`config.mk`:
```
export PLATFORM = sky130hd
export DESIGN_NAME = tlv_irq_ctrl
export DESIGN_NICKNAME = d
export VERILOG_FILES = /design/src/common/tlv_pkg.sv /design/src/logic/tlv_arbiter.sv /design/src/logic/tlv_irq_ctrl.sv
export SDC_FILE = /design/constraint.sdc
export NUM_CORES = 1
export LEC_CHECK = 0
export BUFFER_PORTS_ARGS = -buffer_cell sky130_fd_sc_hd__buf_4
export CAP_MARGIN = 30
export CORE_ASPECT_RATIO = 2
export CORE_MARGIN = 3
export CORE_UTILIZATION = 51
export DETAILED_ROUTE_END_ITERATION = 7
export PLACE_DENSITY = 0.81
export SLEW_MARGIN = 5
export SYNTH_ARGS = -nofsm -noshare
export SYNTH_HDL_FRONTEND = slang
export SYNTH_SLANG_ARGS = --single-unit
```
`constraint.sdc`:
```
create_clock -name sys_clk -period 13.4 [get_ports sys_clk]
set_input_delay 1.34 -clock sys_clk [delete_from_list [all_inputs] [get_ports sys_clk]]
set_output_delay 1.34 -clock sys_clk [all_outputs]
set_load 0.005 [all_outputs]
```
`src/common/tlv_pkg.sv`:
```
// tlv_pkg: shared constants and carriers for the three-level vectored irq block.
// assumes one 40 MHz clock and synchronous active-high reset.
package tlv_pkg;

  localparam int NUM_SRC = 18;
  localparam int NUM_VEC = 10;

  // vector addresses, first at 0x0003, spaced 8 apart
  localparam logic [15:0] VEC_BASE = 16'h0003;
  localparam logic [15:0] VEC_STEP = 16'h0008;

  // source bit positions inside the source vector
  localparam int SRC_EXT_A     = 0;
  localparam int SRC_EXT_B     = 1;
  localparam int SRC_EXT_C     = 2;
  localparam int SRC_TMR0_LO   = 3;
  localparam int SRC_EXT_E     = 4;
  localparam int SRC_EXT_D     = 5;
  localparam int SRC_BASE_TMR  = 6;
  localparam int SRC_TMR0_HI   = 7;
  localparam int SRC_TMR1_LO   = 8;
  localparam int SRC_TMR1_HI   = 9;
  localparam int SRC_SYNC_SER  = 10;
  localparam int SRC_ASYNC_RX  = 11;
  localparam int SRC_ASER      = 12;
  localparam int SRC_ASYNC_TX  = 13;
  localparam int SRC_ADC       = 14;
  localparam int SRC_TMR6      = 15;
  localparam int SRC_TMR7      = 16;
  localparam int SRC_PORT0     = 17;

  // vector index of the pin a and pin b vectors
  localparam int VEC_EXT_A = 0;
  localparam int VEC_EXT_B = 1;

  // level encoding; none means idle, nothing in service
  typedef enum logic [1:0] {
    TLV_LVL_NONE    = 2'b00,
    TLV_LVL_LOW     = 2'b01,
    TLV_LVL_HIGH    = 2'b10,
    TLV_LVL_HIGHEST = 2'b11
  } tlv_level_t;

  typedef enum logic [1:0] {
    TLV_RUN       = 2'b00,
    TLV_HALT      = 2'b01,
    TLV_HOLD      = 2'b10,
    TLV_XTAL_HOLD = 2'b11
  } tlv_mode_t;

  localparam logic [NUM_VEC-1:0] RST_LEVEL_SEL = 10'h000;
  localparam logic [3:0]         RST_DEPTH     = 4'h0;

  // grant carrier towards the core
  typedef struct packed {
    logic             valid;
    logic [3:0]       index;
    logic [15:0]      addr;
    tlv_level_t       level;
  } tlv_grant_t;

endpackage

```
`src/logic/tlv_arbiter.sv`:
```
// tlv_arbiter: picks the winning vector among eligible pending requests.
// assumes pending and per-vector levels are stable inputs; purely combinational.
`timescale 1ns/100ps
module tlv_arbiter (
  input  wire logic [tlv_pkg::NUM_VEC-1:0] req,
  input  wire logic [2*tlv_pkg::NUM_VEC-1:0] lvl,
  output logic                             hit,
  output logic [3:0]                       index,
  output tlv_pkg::tlv_level_t              level
);

  always_comb begin
    hit   = 1'b0;
    index = 4'h0;
    level = tlv_pkg::TLV_LVL_NONE;
    // strictly greater keeps the lowest address on a tie
    for (int i = 0; i < tlv_pkg::NUM_VEC; i++) begin
      if (req[i] && (lvl[2*i +: 2] > level)) begin  // see RULE3 see RULE4
        hit   = 1'b1;
        index = 4'(i);
        level = tlv_pkg::tlv_level_t'(lvl[2*i +: 2]);
      end
    end
  end

endmodule

```
`src/logic/tlv_irq_ctrl.sv`:
```
// tlv_irq_ctrl: three-level vectored interrupt controller with standby wake logic.
// assumes sources are level flags held by peripherals until software clears them,
// and a core that acknowledges grants and signals return-from-interrupt.
//
// Overview of operation
// RULE1: three nesting levels, in-service level tracked
// RULE2: refuse requests at or below in-service level
// RULE3: simultaneous requests: highest level wins
// RULE4: equal level: smallest vector address wins
// RULE5: 18 sources onto 10 vectors, level options
// RULE6: halt released by any accepted interrupt
// RULE7: hold released by pins a,b,c,e, port zero
// RULE8: pins a,b wake only when level-detected
// RULE9: crystal hold also woken by base timer
// RULE10: reset pin or system reset ends standby
// RULE11: refused requests stay pending until accepted
`timescale 1ns/100ps
module tlv_irq_ctrl (
  input  wire logic                        sys_clk,
  input  wire logic                        reset,
  input  wire logic [tlv_pkg::NUM_SRC-1:0] src_req,
  input  wire logic [tlv_pkg::NUM_SRC-1:0] src_en,
  input  wire logic [tlv_pkg::NUM_VEC-1:0] level_sel,
  input  wire logic                        master_en,
  input  wire logic                        ext_a_level_mode,
  input  wire logic                        ext_b_level_mode,
  input  wire logic                        xtal_selected,
  input  wire tlv_pkg::tlv_mode_t          mode_req,
  input  wire logic                        mode_req_valid,
  input  wire logic                        int_ack,
  input  wire logic                        int_return,
  output tlv_pkg::tlv_grant_t              grant,
  output tlv_pkg::tlv_level_t              in_service_level,
  output tlv_pkg::tlv_mode_t               standby_mode,
  output logic                             wake,
  output logic [tlv_pkg::NUM_VEC-1:0]      pending
);

  localparam int NV = tlv_pkg::NUM_VEC;

  // nesting depth is at most three, one slot per level
  typedef struct packed {
    tlv_pkg::tlv_grant_t grant;
    tlv_pkg::tlv_level_t stack0;
    tlv_pkg::tlv_level_t stack1;
    tlv_pkg::tlv_level_t stack2;
    logic [1:0]          depth;
    tlv_pkg::tlv_mode_t  mode;
    logic                wake;
    logic [NV-1:0]       pending;
  } tlv_state_t;

  tlv_state_t state;
  tlv_state_t next_state;

  localparam int NUM_SRC_W = tlv_pkg::NUM_SRC;
  logic [NUM_SRC_W-1:0] src_live;
  logic [NV-1:0]        vec_req;
  logic [2*NV-1:0]      vec_lvl;
  logic [NV-1:0]        eligible;
  logic                 arb_hit;
  logic [3:0]           arb_index;
  tlv_pkg::tlv_level_t  arb_level;
  logic                 hold_wake;

  // maps a vector's select bit to its level; pin a and b vectors reach highest
  function automatic tlv_pkg::tlv_level_t vec_level(input int v, input logic sel);
    if (!sel)
      vec_level = tlv_pkg::TLV_LVL_LOW;
    else if (v == tlv_pkg::VEC_EXT_A || v == tlv_pkg::VEC_EXT_B)
      vec_level = tlv_pkg::TLV_LVL_HIGHEST;  // see RULE5
    else
      vec_level = tlv_pkg::TLV_LVL_HIGH;  // see RULE5
  endfunction

  function automatic tlv_pkg::tlv_level_t top_level(input tlv_state_t s);
    case (s.depth)
      2'd1:    top_level = s.stack0;
      2'd2:    top_level = s.stack1;
      2'd3:    top_level = s.stack2;
      default: top_level = tlv_pkg::TLV_LVL_NONE;
    endcase
  endfunction

  assign src_live = src_req & src_en;

  // source merge onto vectors
  always_comb begin
    vec_req[0] = src_live[tlv_pkg::SRC_EXT_A];  // see RULE5
    vec_req[1] = src_live[tlv_pkg::SRC_EXT_B];
    vec_req[2] = src_live[tlv_pkg::SRC_EXT_C] | src_live[tlv_pkg::SRC_TMR0_LO]
               | src_live[tlv_pkg::SRC_EXT_E];
    vec_req[3] = src_live[tlv_pkg::SRC_EXT_D] | src_live[tlv_pkg::SRC_BASE_TMR];
    vec_req[4] = src_live[tlv_pkg::SRC_TMR0_HI];
    vec_req[5] = src_live[tlv_pkg::SRC_TMR1_LO] | src_live[tlv_pkg::SRC_TMR1_HI];
    vec_req[6] = src_live[tlv_pkg::SRC_SYNC_SER] | src_live[tlv_pkg::SRC_ASYNC_RX];
    vec_req[7] = src_live[tlv_pkg::SRC_ASER] | src_live[tlv_pkg::SRC_ASYNC_TX];
    vec_req[8] = src_live[tlv_pkg::SRC_ADC] | src_live[tlv_pkg::SRC_TMR6]
               | src_live[tlv_pkg::SRC_TMR7];
    vec_req[9] = src_live[tlv_pkg::SRC_PORT0];
    for (int v = 0; v < NV; v++) begin
      vec_lvl[2*v +: 2] = vec_level(v, level_sel[v]);
    end
  end

  // only strictly higher than in service may nest
  always_comb begin
    for (int v = 0; v < NV; v++) begin
      eligible[v] = vec_req[v] && master_en
                  && (vec_lvl[2*v +: 2] > top_level(state));  // see RULE2
    end
  end

  tlv_arbiter u_arb (
    .req   (eligible),
    .lvl   (vec_lvl),
    .hit   (arb_hit),
    .index (arb_index),
    .level (arb_level)
  );

  // hold wake: edge-mode pins a and b cannot wake, the clock being stopped
  always_comb begin
    hold_wake = (src_req[tlv_pkg::SRC_EXT_A] && ext_a_level_mode)  // see RULE8
             || (src_req[tlv_pkg::SRC_EXT_B] && ext_b_level_mode)  // see RULE8
             || src_req[tlv_pkg::SRC_EXT_C] || src_req[tlv_pkg::SRC_EXT_E]
             || src_req[tlv_pkg::SRC_PORT0];  // see RULE7
  end

  always_comb begin
    next_state = state;
    next_state.wake = 1'b0;
    next_state.pending = vec_req;  // see RULE11
    // grant is re-arbitrated every cycle without ack or return; a new winner may replace it
    if (int_ack && state.grant.valid && state.depth != 2'd3) begin
      case (state.depth)
        2'd0:    next_state.stack0 = state.grant.level;  // see RULE1
        2'd1:    next_state.stack1 = state.grant.level;
        default: next_state.stack2 = state.grant.level;
      endcase
      next_state.depth = state.depth + 2'd1;
      next_state.grant.valid = 1'b0;
    end else if (int_return && state.depth != 2'd0) begin
      next_state.depth = state.depth - 2'd1;  // see RULE1
      next_state.grant.valid = 1'b0;
    end else begin
      next_state.grant.valid = arb_hit;
      next_state.grant.index = arb_index;
      next_state.grant.addr  = tlv_pkg::VEC_BASE
                             + 16'(arb_index) * tlv_pkg::VEC_STEP;  // see RULE4
      next_state.grant.level = arb_level;
    end
    case (state.mode)
      tlv_pkg::TLV_RUN: begin
        if (mode_req_valid)
          next_state.mode = mode_req;
      end
      tlv_pkg::TLV_HALT: begin
        if (arb_hit) begin  // see RULE6
          next_state.mode = tlv_pkg::TLV_RUN;
          next_state.wake = 1'b1;
        end
      end
      tlv_pkg::TLV_HOLD: begin
        if (hold_wake) begin  // see RULE7
          next_state.mode = tlv_pkg::TLV_RUN;
          next_state.wake = 1'b1;
        end
      end
      tlv_pkg::TLV_XTAL_HOLD: begin
        if (hold_wake || (src_req[tlv_pkg::SRC_BASE_TMR] && xtal_selected)) begin  // see RULE9
          next_state.mode = tlv_pkg::TLV_RUN;
          next_state.wake = 1'b1;
        end
      end
      default: next_state.mode = tlv_pkg::TLV_RUN;
    endcase
  end

  // reset covers reset pin, watchdog and low-voltage resets alike
  always_ff @(posedge sys_clk) begin
    if (reset) begin
      state        <= '0;  // see RULE10
      state.mode   <= tlv_pkg::TLV_RUN;
      state.depth  <= 2'd0;
    end else begin
      state <= next_state;
    end
  end

  assign grant            = state.grant;
  assign in_service_level = top_level(state);
  assign standby_mode     = state.mode;
  assign wake             = state.wake;
  assign pending          = state.pending;

endmodule

```
---- After elaboration in Yosys (flattened, before gate mapping) ----
Index checks and enable logic that the tools add are counted.
operators by class
  bitwise logic cells ..................... 12
  equality and inequality tests ........... 11
  add/sub/neg operators ................... 3
  magnitude comparators ................... 20
  reductions and logical operators ........ 52
  muxes and demuxes ....................... 48
operator list
  kind                 count
  $mux 2               25
  $gt 2x2->1           19
  $logic_and 1x1->1    36
  $mux 3               7
  $and 18x18->18       1
  $mux 1               11
  $ne 2x2->1 const B   5
  $add 2x7->8 const A  1
  $eq 2x2->1 const B   4
  $mux 4               2
  $or 1x1->1           8
  $pmux 2 s4           1
  $reduce_and 2->1     4
  $pmux 2 s3           1
  $logic_or 1x1->1     5
  $eq 2x1->1 const B   2
  $logic_not 2->1      2
  $reduce_and 4->1     1
  $reduce_bool 2->1    2
  $not 1->1            3
  $pmux 1 s3           1
  $reduce_or 3->1      1
  $add 2x1->2 const B  1
  $gt 2x1->1 const B   1
  other kinds (2)      2
word-level totals
  register bits after elaboration ......... 44

---- Logic depth before layout (Yosys ltp) ----
  depth in word-level cells ............... 35
  depth in mapped cells ................... 60

---- Cells and area by module ----
A second synthesis with hierarchy kept.
unflattened totals
  cells, all modules ...................... 352
  area total of the unflattened synthesis .. 2711.4 µm²
modules (own cells, without submodules)
  module        cells an instance  area each (µm²)  sequential area each (µm²)  instances
  tlv_irq_ctrl  238                1949.4           580.6                       1
  tlv_arbiter   114                762.0            0.0                         1

---- Least setup slack after synthesis ----
OpenSTA, ideal clock, no wires.
  path kind ............................... input to register
  start ................................... input port level_sel[0] (netlist name)
  end ..................................... register state (netlist bit grant[22])
  stages on the path ...................... 55
  data required time ...................... 13.321 ns
  arrival ................................. 11.077 ns
  path buffers ............................ 0
  path slack .............................. 2.244 ns
  library setup time ...................... 0.079 ns
  cells stage by stage .................... ha_1 > o2111a_1 > o21a_1 > nand2_1 > ha_1 > o2111ai_1 > o21bai_1 > ha_1 > nor2_1 > o21a_1 > o21ai_0 > a21oi_1 > ha_1 > nor2_1 > o21ai_0 > or3_1 > a22oi_1 > ha_1 > (+19 left out) > nor3_1 > a211oi_1 > o21ai_0 > nand2_1 > ha_1 > a22oi_1 > nand2_1 > nor3_1 > inv_1 > a311o_1 > ha_1 > nor2b_1 > o22ai_1 > a2111oi_0 > or2_2 > nor2_1 > and3b_1 > nor3_1
on the way
  word-level cells in the longest chain between the ends .. 32
ends and longest elaborated chain
  what                  line                 RTL
  start, declared       tlv_irq_ctrl.sv:23   input wire logic [tlv_pkg::NUM_VEC-1:0] level_sel,
  $mux 2 (*)            tlv_irq_ctrl.sv:68   if (!sel)
  $gt 2x2->1            tlv_irq_ctrl.sv:110  && (vec_lvl[2*v +: 2] > top_level(state));
  $logic_and 1x1->1     tlv_irq_ctrl.sv:110
  $logic_and 1x1->1     tlv_arbiter.sv:18    if (req[i] && (lvl[2*i +: 2] > level)) begin
  $mux 2                tlv_arbiter.sv:18
  $gt 2x2->1            tlv_arbiter.sv:18
  $logic_and 1x1->1     tlv_arbiter.sv:18
  $mux 2                tlv_arbiter.sv:18
  (+16 left out)        -
  $logic_and 1x1->1     tlv_arbiter.sv:18
  $mux 2                tlv_arbiter.sv:18
  $gt 2x2->1            tlv_arbiter.sv:18
  $logic_and 1x1->1     tlv_arbiter.sv:18
  $mux 2                tlv_arbiter.sv:18
  $gt 2x2->1            tlv_arbiter.sv:18
  $logic_and 1x1->1     tlv_arbiter.sv:18
  $mux 1 (*)            tlv_arbiter.sv:18
  end signal, assigned  tlv_irq_ctrl.sv:187  state <= next_state;
  end, declared         tlv_irq_ctrl.sv:53   tlv_state_t state;
Mark *: on every way between the ends. The rest lies on a longest branch, timed or not.
A chain may end at the register's enable or synchronous reset.

---- Worst setup path after layout ----
  start ................................... register state[13] (netlist name)
  end ..................................... register state (netlist bit standby_mode[0])
on the way
  word-level cells in the longest chain between the ends .. 35
ends and longest elaborated chain
  what                                             line                 RTL
  $eq 2x2->1 / $eq 2x1->1 (equally long branches)  tlv_irq_ctrl.sv:77   case (s.depth)
  $pmux 2 s3 (*)                                   tlv_irq_ctrl.sv:77
  $gt 2x2->1                                       tlv_irq_ctrl.sv:110
  $logic_and 1x1->1                                tlv_irq_ctrl.sv:110
  $logic_and 1x1->1                                tlv_arbiter.sv:18
  $mux 2                                           tlv_arbiter.sv:18
  $gt 2x2->1                                       tlv_arbiter.sv:18
  $logic_and 1x1->1                                tlv_arbiter.sv:18
  (+19 left out)                                   -
  $gt 2x2->1                                       tlv_arbiter.sv:18
  $logic_and 1x1->1                                tlv_arbiter.sv:18
  $mux 2                                           tlv_arbiter.sv:18
  $gt 2x2->1                                       tlv_arbiter.sv:18
  $logic_and 1x1->1                                tlv_arbiter.sv:18
  $mux 1 (*)                                       tlv_arbiter.sv:18
  $ne 2x2->1 (no source line) (*)                  -
  $reduce_and 4->1 (no source line) (*)            -
Marks and branches as above.

==> metrics.csv <==
stage;metric;value;unit
run_status;status;complete, no violations;
logic_synthesis;Primary FF master, synth;dfxtp_1;
global_routing;first-pass GRT wire length;10300;um
logic_synthesis;EDFF count, synth;0;
timing;clk_skew;0.00234;ns
finish;n_diodes;0;
cts;CTS tree;yes;
worst_setup_path;CP most frequent cell;ha_1;
logic_synthesis;Yosys reg bits;29;
drt;drc violations;0;
global_routing;Total GRT Usage;21.4;%
drt;Iteration-0 DRC Markers;76;
run;max_cap viols;0;
finish;layout cells sized above 1;27.2;%
global_routing;largest net degree at the start of global routing;28;
finish;Layout fillers;446;
logic_synthesis;synthesized area per cell;7.89;sq um
logic_synthesis;area of the mapped netlist;0.00261;sq mm
drt;Highest Signal Layer;met4;
timing;setup_tns;0;ns
finish;register area;581;sq um
drt;via count;2542;
timing;Slew @ Worst Pin;0.711;ns
place;Placer Congestion;0.924;
cts;post-CTS sizing;0;
power;leakage power;0.00152;uW
power;Max VDD drop;0.0781;mV
cts;clock insertion delay at the later pin of the skew report;0.28;ns
timing;worst setup margin;1.24;ns
timing;slew margin rel.;51.3;%
cts;Hold-fix buffers, CTS;0;
die;number of core rows;36;
die;die area;0.00607;sq mm
drt;DR WL met3;232;um
logic_synthesis;Yosys top cell area share;22.2;%
finish;Layout Nets;483;
power;total power;322;uW
logic_synthesis;Seq/Total Area, Yosys;22.2;%
drt;First-pass DRT Iterations;4;
drt;drt total wl;6710;um
worst_setup_path;CP Capture Type;register;
drt;via/cell ratio;5.65;
finish;Layout area overhead;21.4;%
logic_synthesis;largest cells by area after synthesis;dfxtp_1 22%, ha_1 16%, buf_4 10%;
place;Place WS;1.13;ns
timing;RSZ-0062 raised after global routing;false;
logic_synthesis;cell accounting for the most synthesized area;dfxtp_1;
logic_synthesis;Post-synth ARST share;0;%
cts;Worst-path clk slew;0.06;ns
place;DP HPWL;5480;um
finish;Multi-input gate area;0.00171;sq mm
global_routing;initial antenna violation count;0;
die;# IOs;95;
worst_setup_path;CP max FO;11;
worst_setup_path;CP startpoint kind;register;
logic_synthesis;most numerous cell in the Yosys netlist;nand2_1;
timing;Final Cycle Share;90.7;%
timing;Max Slew Vio Count;0;
cts;number of H-tree levels;2;
power;Cell Pwr Density;102;mW/mm^2
timing;hold slack;0.462;ns
logic_synthesis;cells after synthesis;331;
cts;clk root buf;clkbuf_8;
worst_setup_path;crit path max-delay cell type;o2111ai_1;
die;Initial Util;53.2;%
drt;met1 WL;2220;um
timing;Setup-failing EPs final;0;
place;IO Port Bufs;84;
drt;WL met2;4060;um
cts;CTS max path bufs;2;
timing;final hold viol count;0;
worst_setup_path;CP required;13.58;ns
die;Die Span Y;107;um
die;DIE WIDTH;56.6;um
die;core area;0.00491;sq mm
cts;postcts setup bufs;0;
worst_setup_path;CP max stage delay;0.47;ns
global_routing;GRT overflow;0;
logic_synthesis;Synth cell types;60;
logic_synthesis;YS warnings;0;
cts;CTS buffer count;5;
hold_path;Hold WC Path Type;register to register;
timing;Highest Clock Rate;82.2;MHz
cts;clock sink count;29;
worst_setup_path;crit path kind;register to register;
worst_setup_path;CP arrival;12.34;ns
drt;ANT nets after route;0;
timing;Period minus WS final;12.16;ns
logic_synthesis;commonest cells in the netlist;38 x nand2_1, 35 x buf_4, 34 x nor2_1;
global_routing;vias in the first global route;2318;
drt;WL per Instance;14.9;um
metal layers:
layer	global-route usage, %	vias to the layer above
li1	-	1280
met1	19.1	1178
met2	43.7	71
met3	2.41	13
met4	11.4	0
met5	0	-
final timing paths:
kind	end	startpoint	depth (start not counted)	slack (ns)
hold reg to reg	state[16]$_SDFFE_PP0P_	state[16]$_SDFFE_PP0P_	2	0.46
hold / removal	state[16]$_SDFFE_PP0P_	state[16]$_SDFFE_PP0P_	2	0.46
setup reg to reg	standby_mode[0]$_SDFFE_PP0P_	state[13]$_SDFFE_PP0N_	60	1.24
setup / recovery	standby_mode[0]$_SDFFE_PP0P_	state[13]$_SDFFE_PP0N_	60	1.24
placed cells by master, fill, tap and decap left out, drive strengths merged, types with 7 or more instances in the layout:
cell type / Yosys / routed
buf: 37 / 87
nand3: 9 / 9
conb: 1 / 10
ha: 33 / 33
nand2: 38 / 38
a21oi: 18 / 18
inv: 18 / 18
clkbuf: 4 / 7
nor3: 7 / 7
o21ai: 9 / 9
dfxtp: 29 / 29
nor2: 34 / 34
a22oi: 9 / 9
final cells by class:
type | instances | area share [%]
multi-input combinational | 252 | 54.0
timing repair buffer | 87 | 20.6
sequential | 29 | 18.3
clock buffer | 7 | 2.72
tap | 57 | 2.25
inverter | 18 | 2.13
state kept, by name, summed over array words and instances, names as in the netlist:
register	cells
standby_mode	2
grant	8
state	8
wake	1
pending	10
report_power, final:
group	total (uW)	internal [uW]	switching, uW
logic	141	66.9	74.1
registers	110	98.6	10.9
clock network	71.9	40.6	31.3
total	322	206	116
critical path, delay by kind of cell (launching register included):
family,cells,cell delay (ns)
AO/OA/AOI/OAI,22,4.05
AND/OR/NAND/NOR,21,3.77
adder cells (fa/ha/maj),12,3.29
buffers and inverters,5,0.52
flip-flops,1,0.40
cell families after synthesis:
| family | after synthesis | synth area share [%] |
|---|---|---|
| multiplexers | 1 | 0.431 |
| XOR/XNOR | 1 | 0.335 |
| buffers and inverters | 59 | 13.6 |
| flip-flops | 29 | 22.2 |
| AO/OA/AOI/OAI | 83 | 23.7 |
| AND/OR/NAND/NOR | 120 | 22.2 |
| other | 1 | 0.144 |
| adder cells (fa/ha/maj) | 37 | 17.4 |
through the flow:
step                      util, %  instances  area, sq um
after global routing         64.6        450         3170
final                        64.6        450         3170
after global placement       62.8        443         3080
after floorplan                 -        340         2650
after detailed placement     62.8        443         3080
after CTS                    64.6        450         3170
No activity file was read; power rests on OpenSTA's default activity.
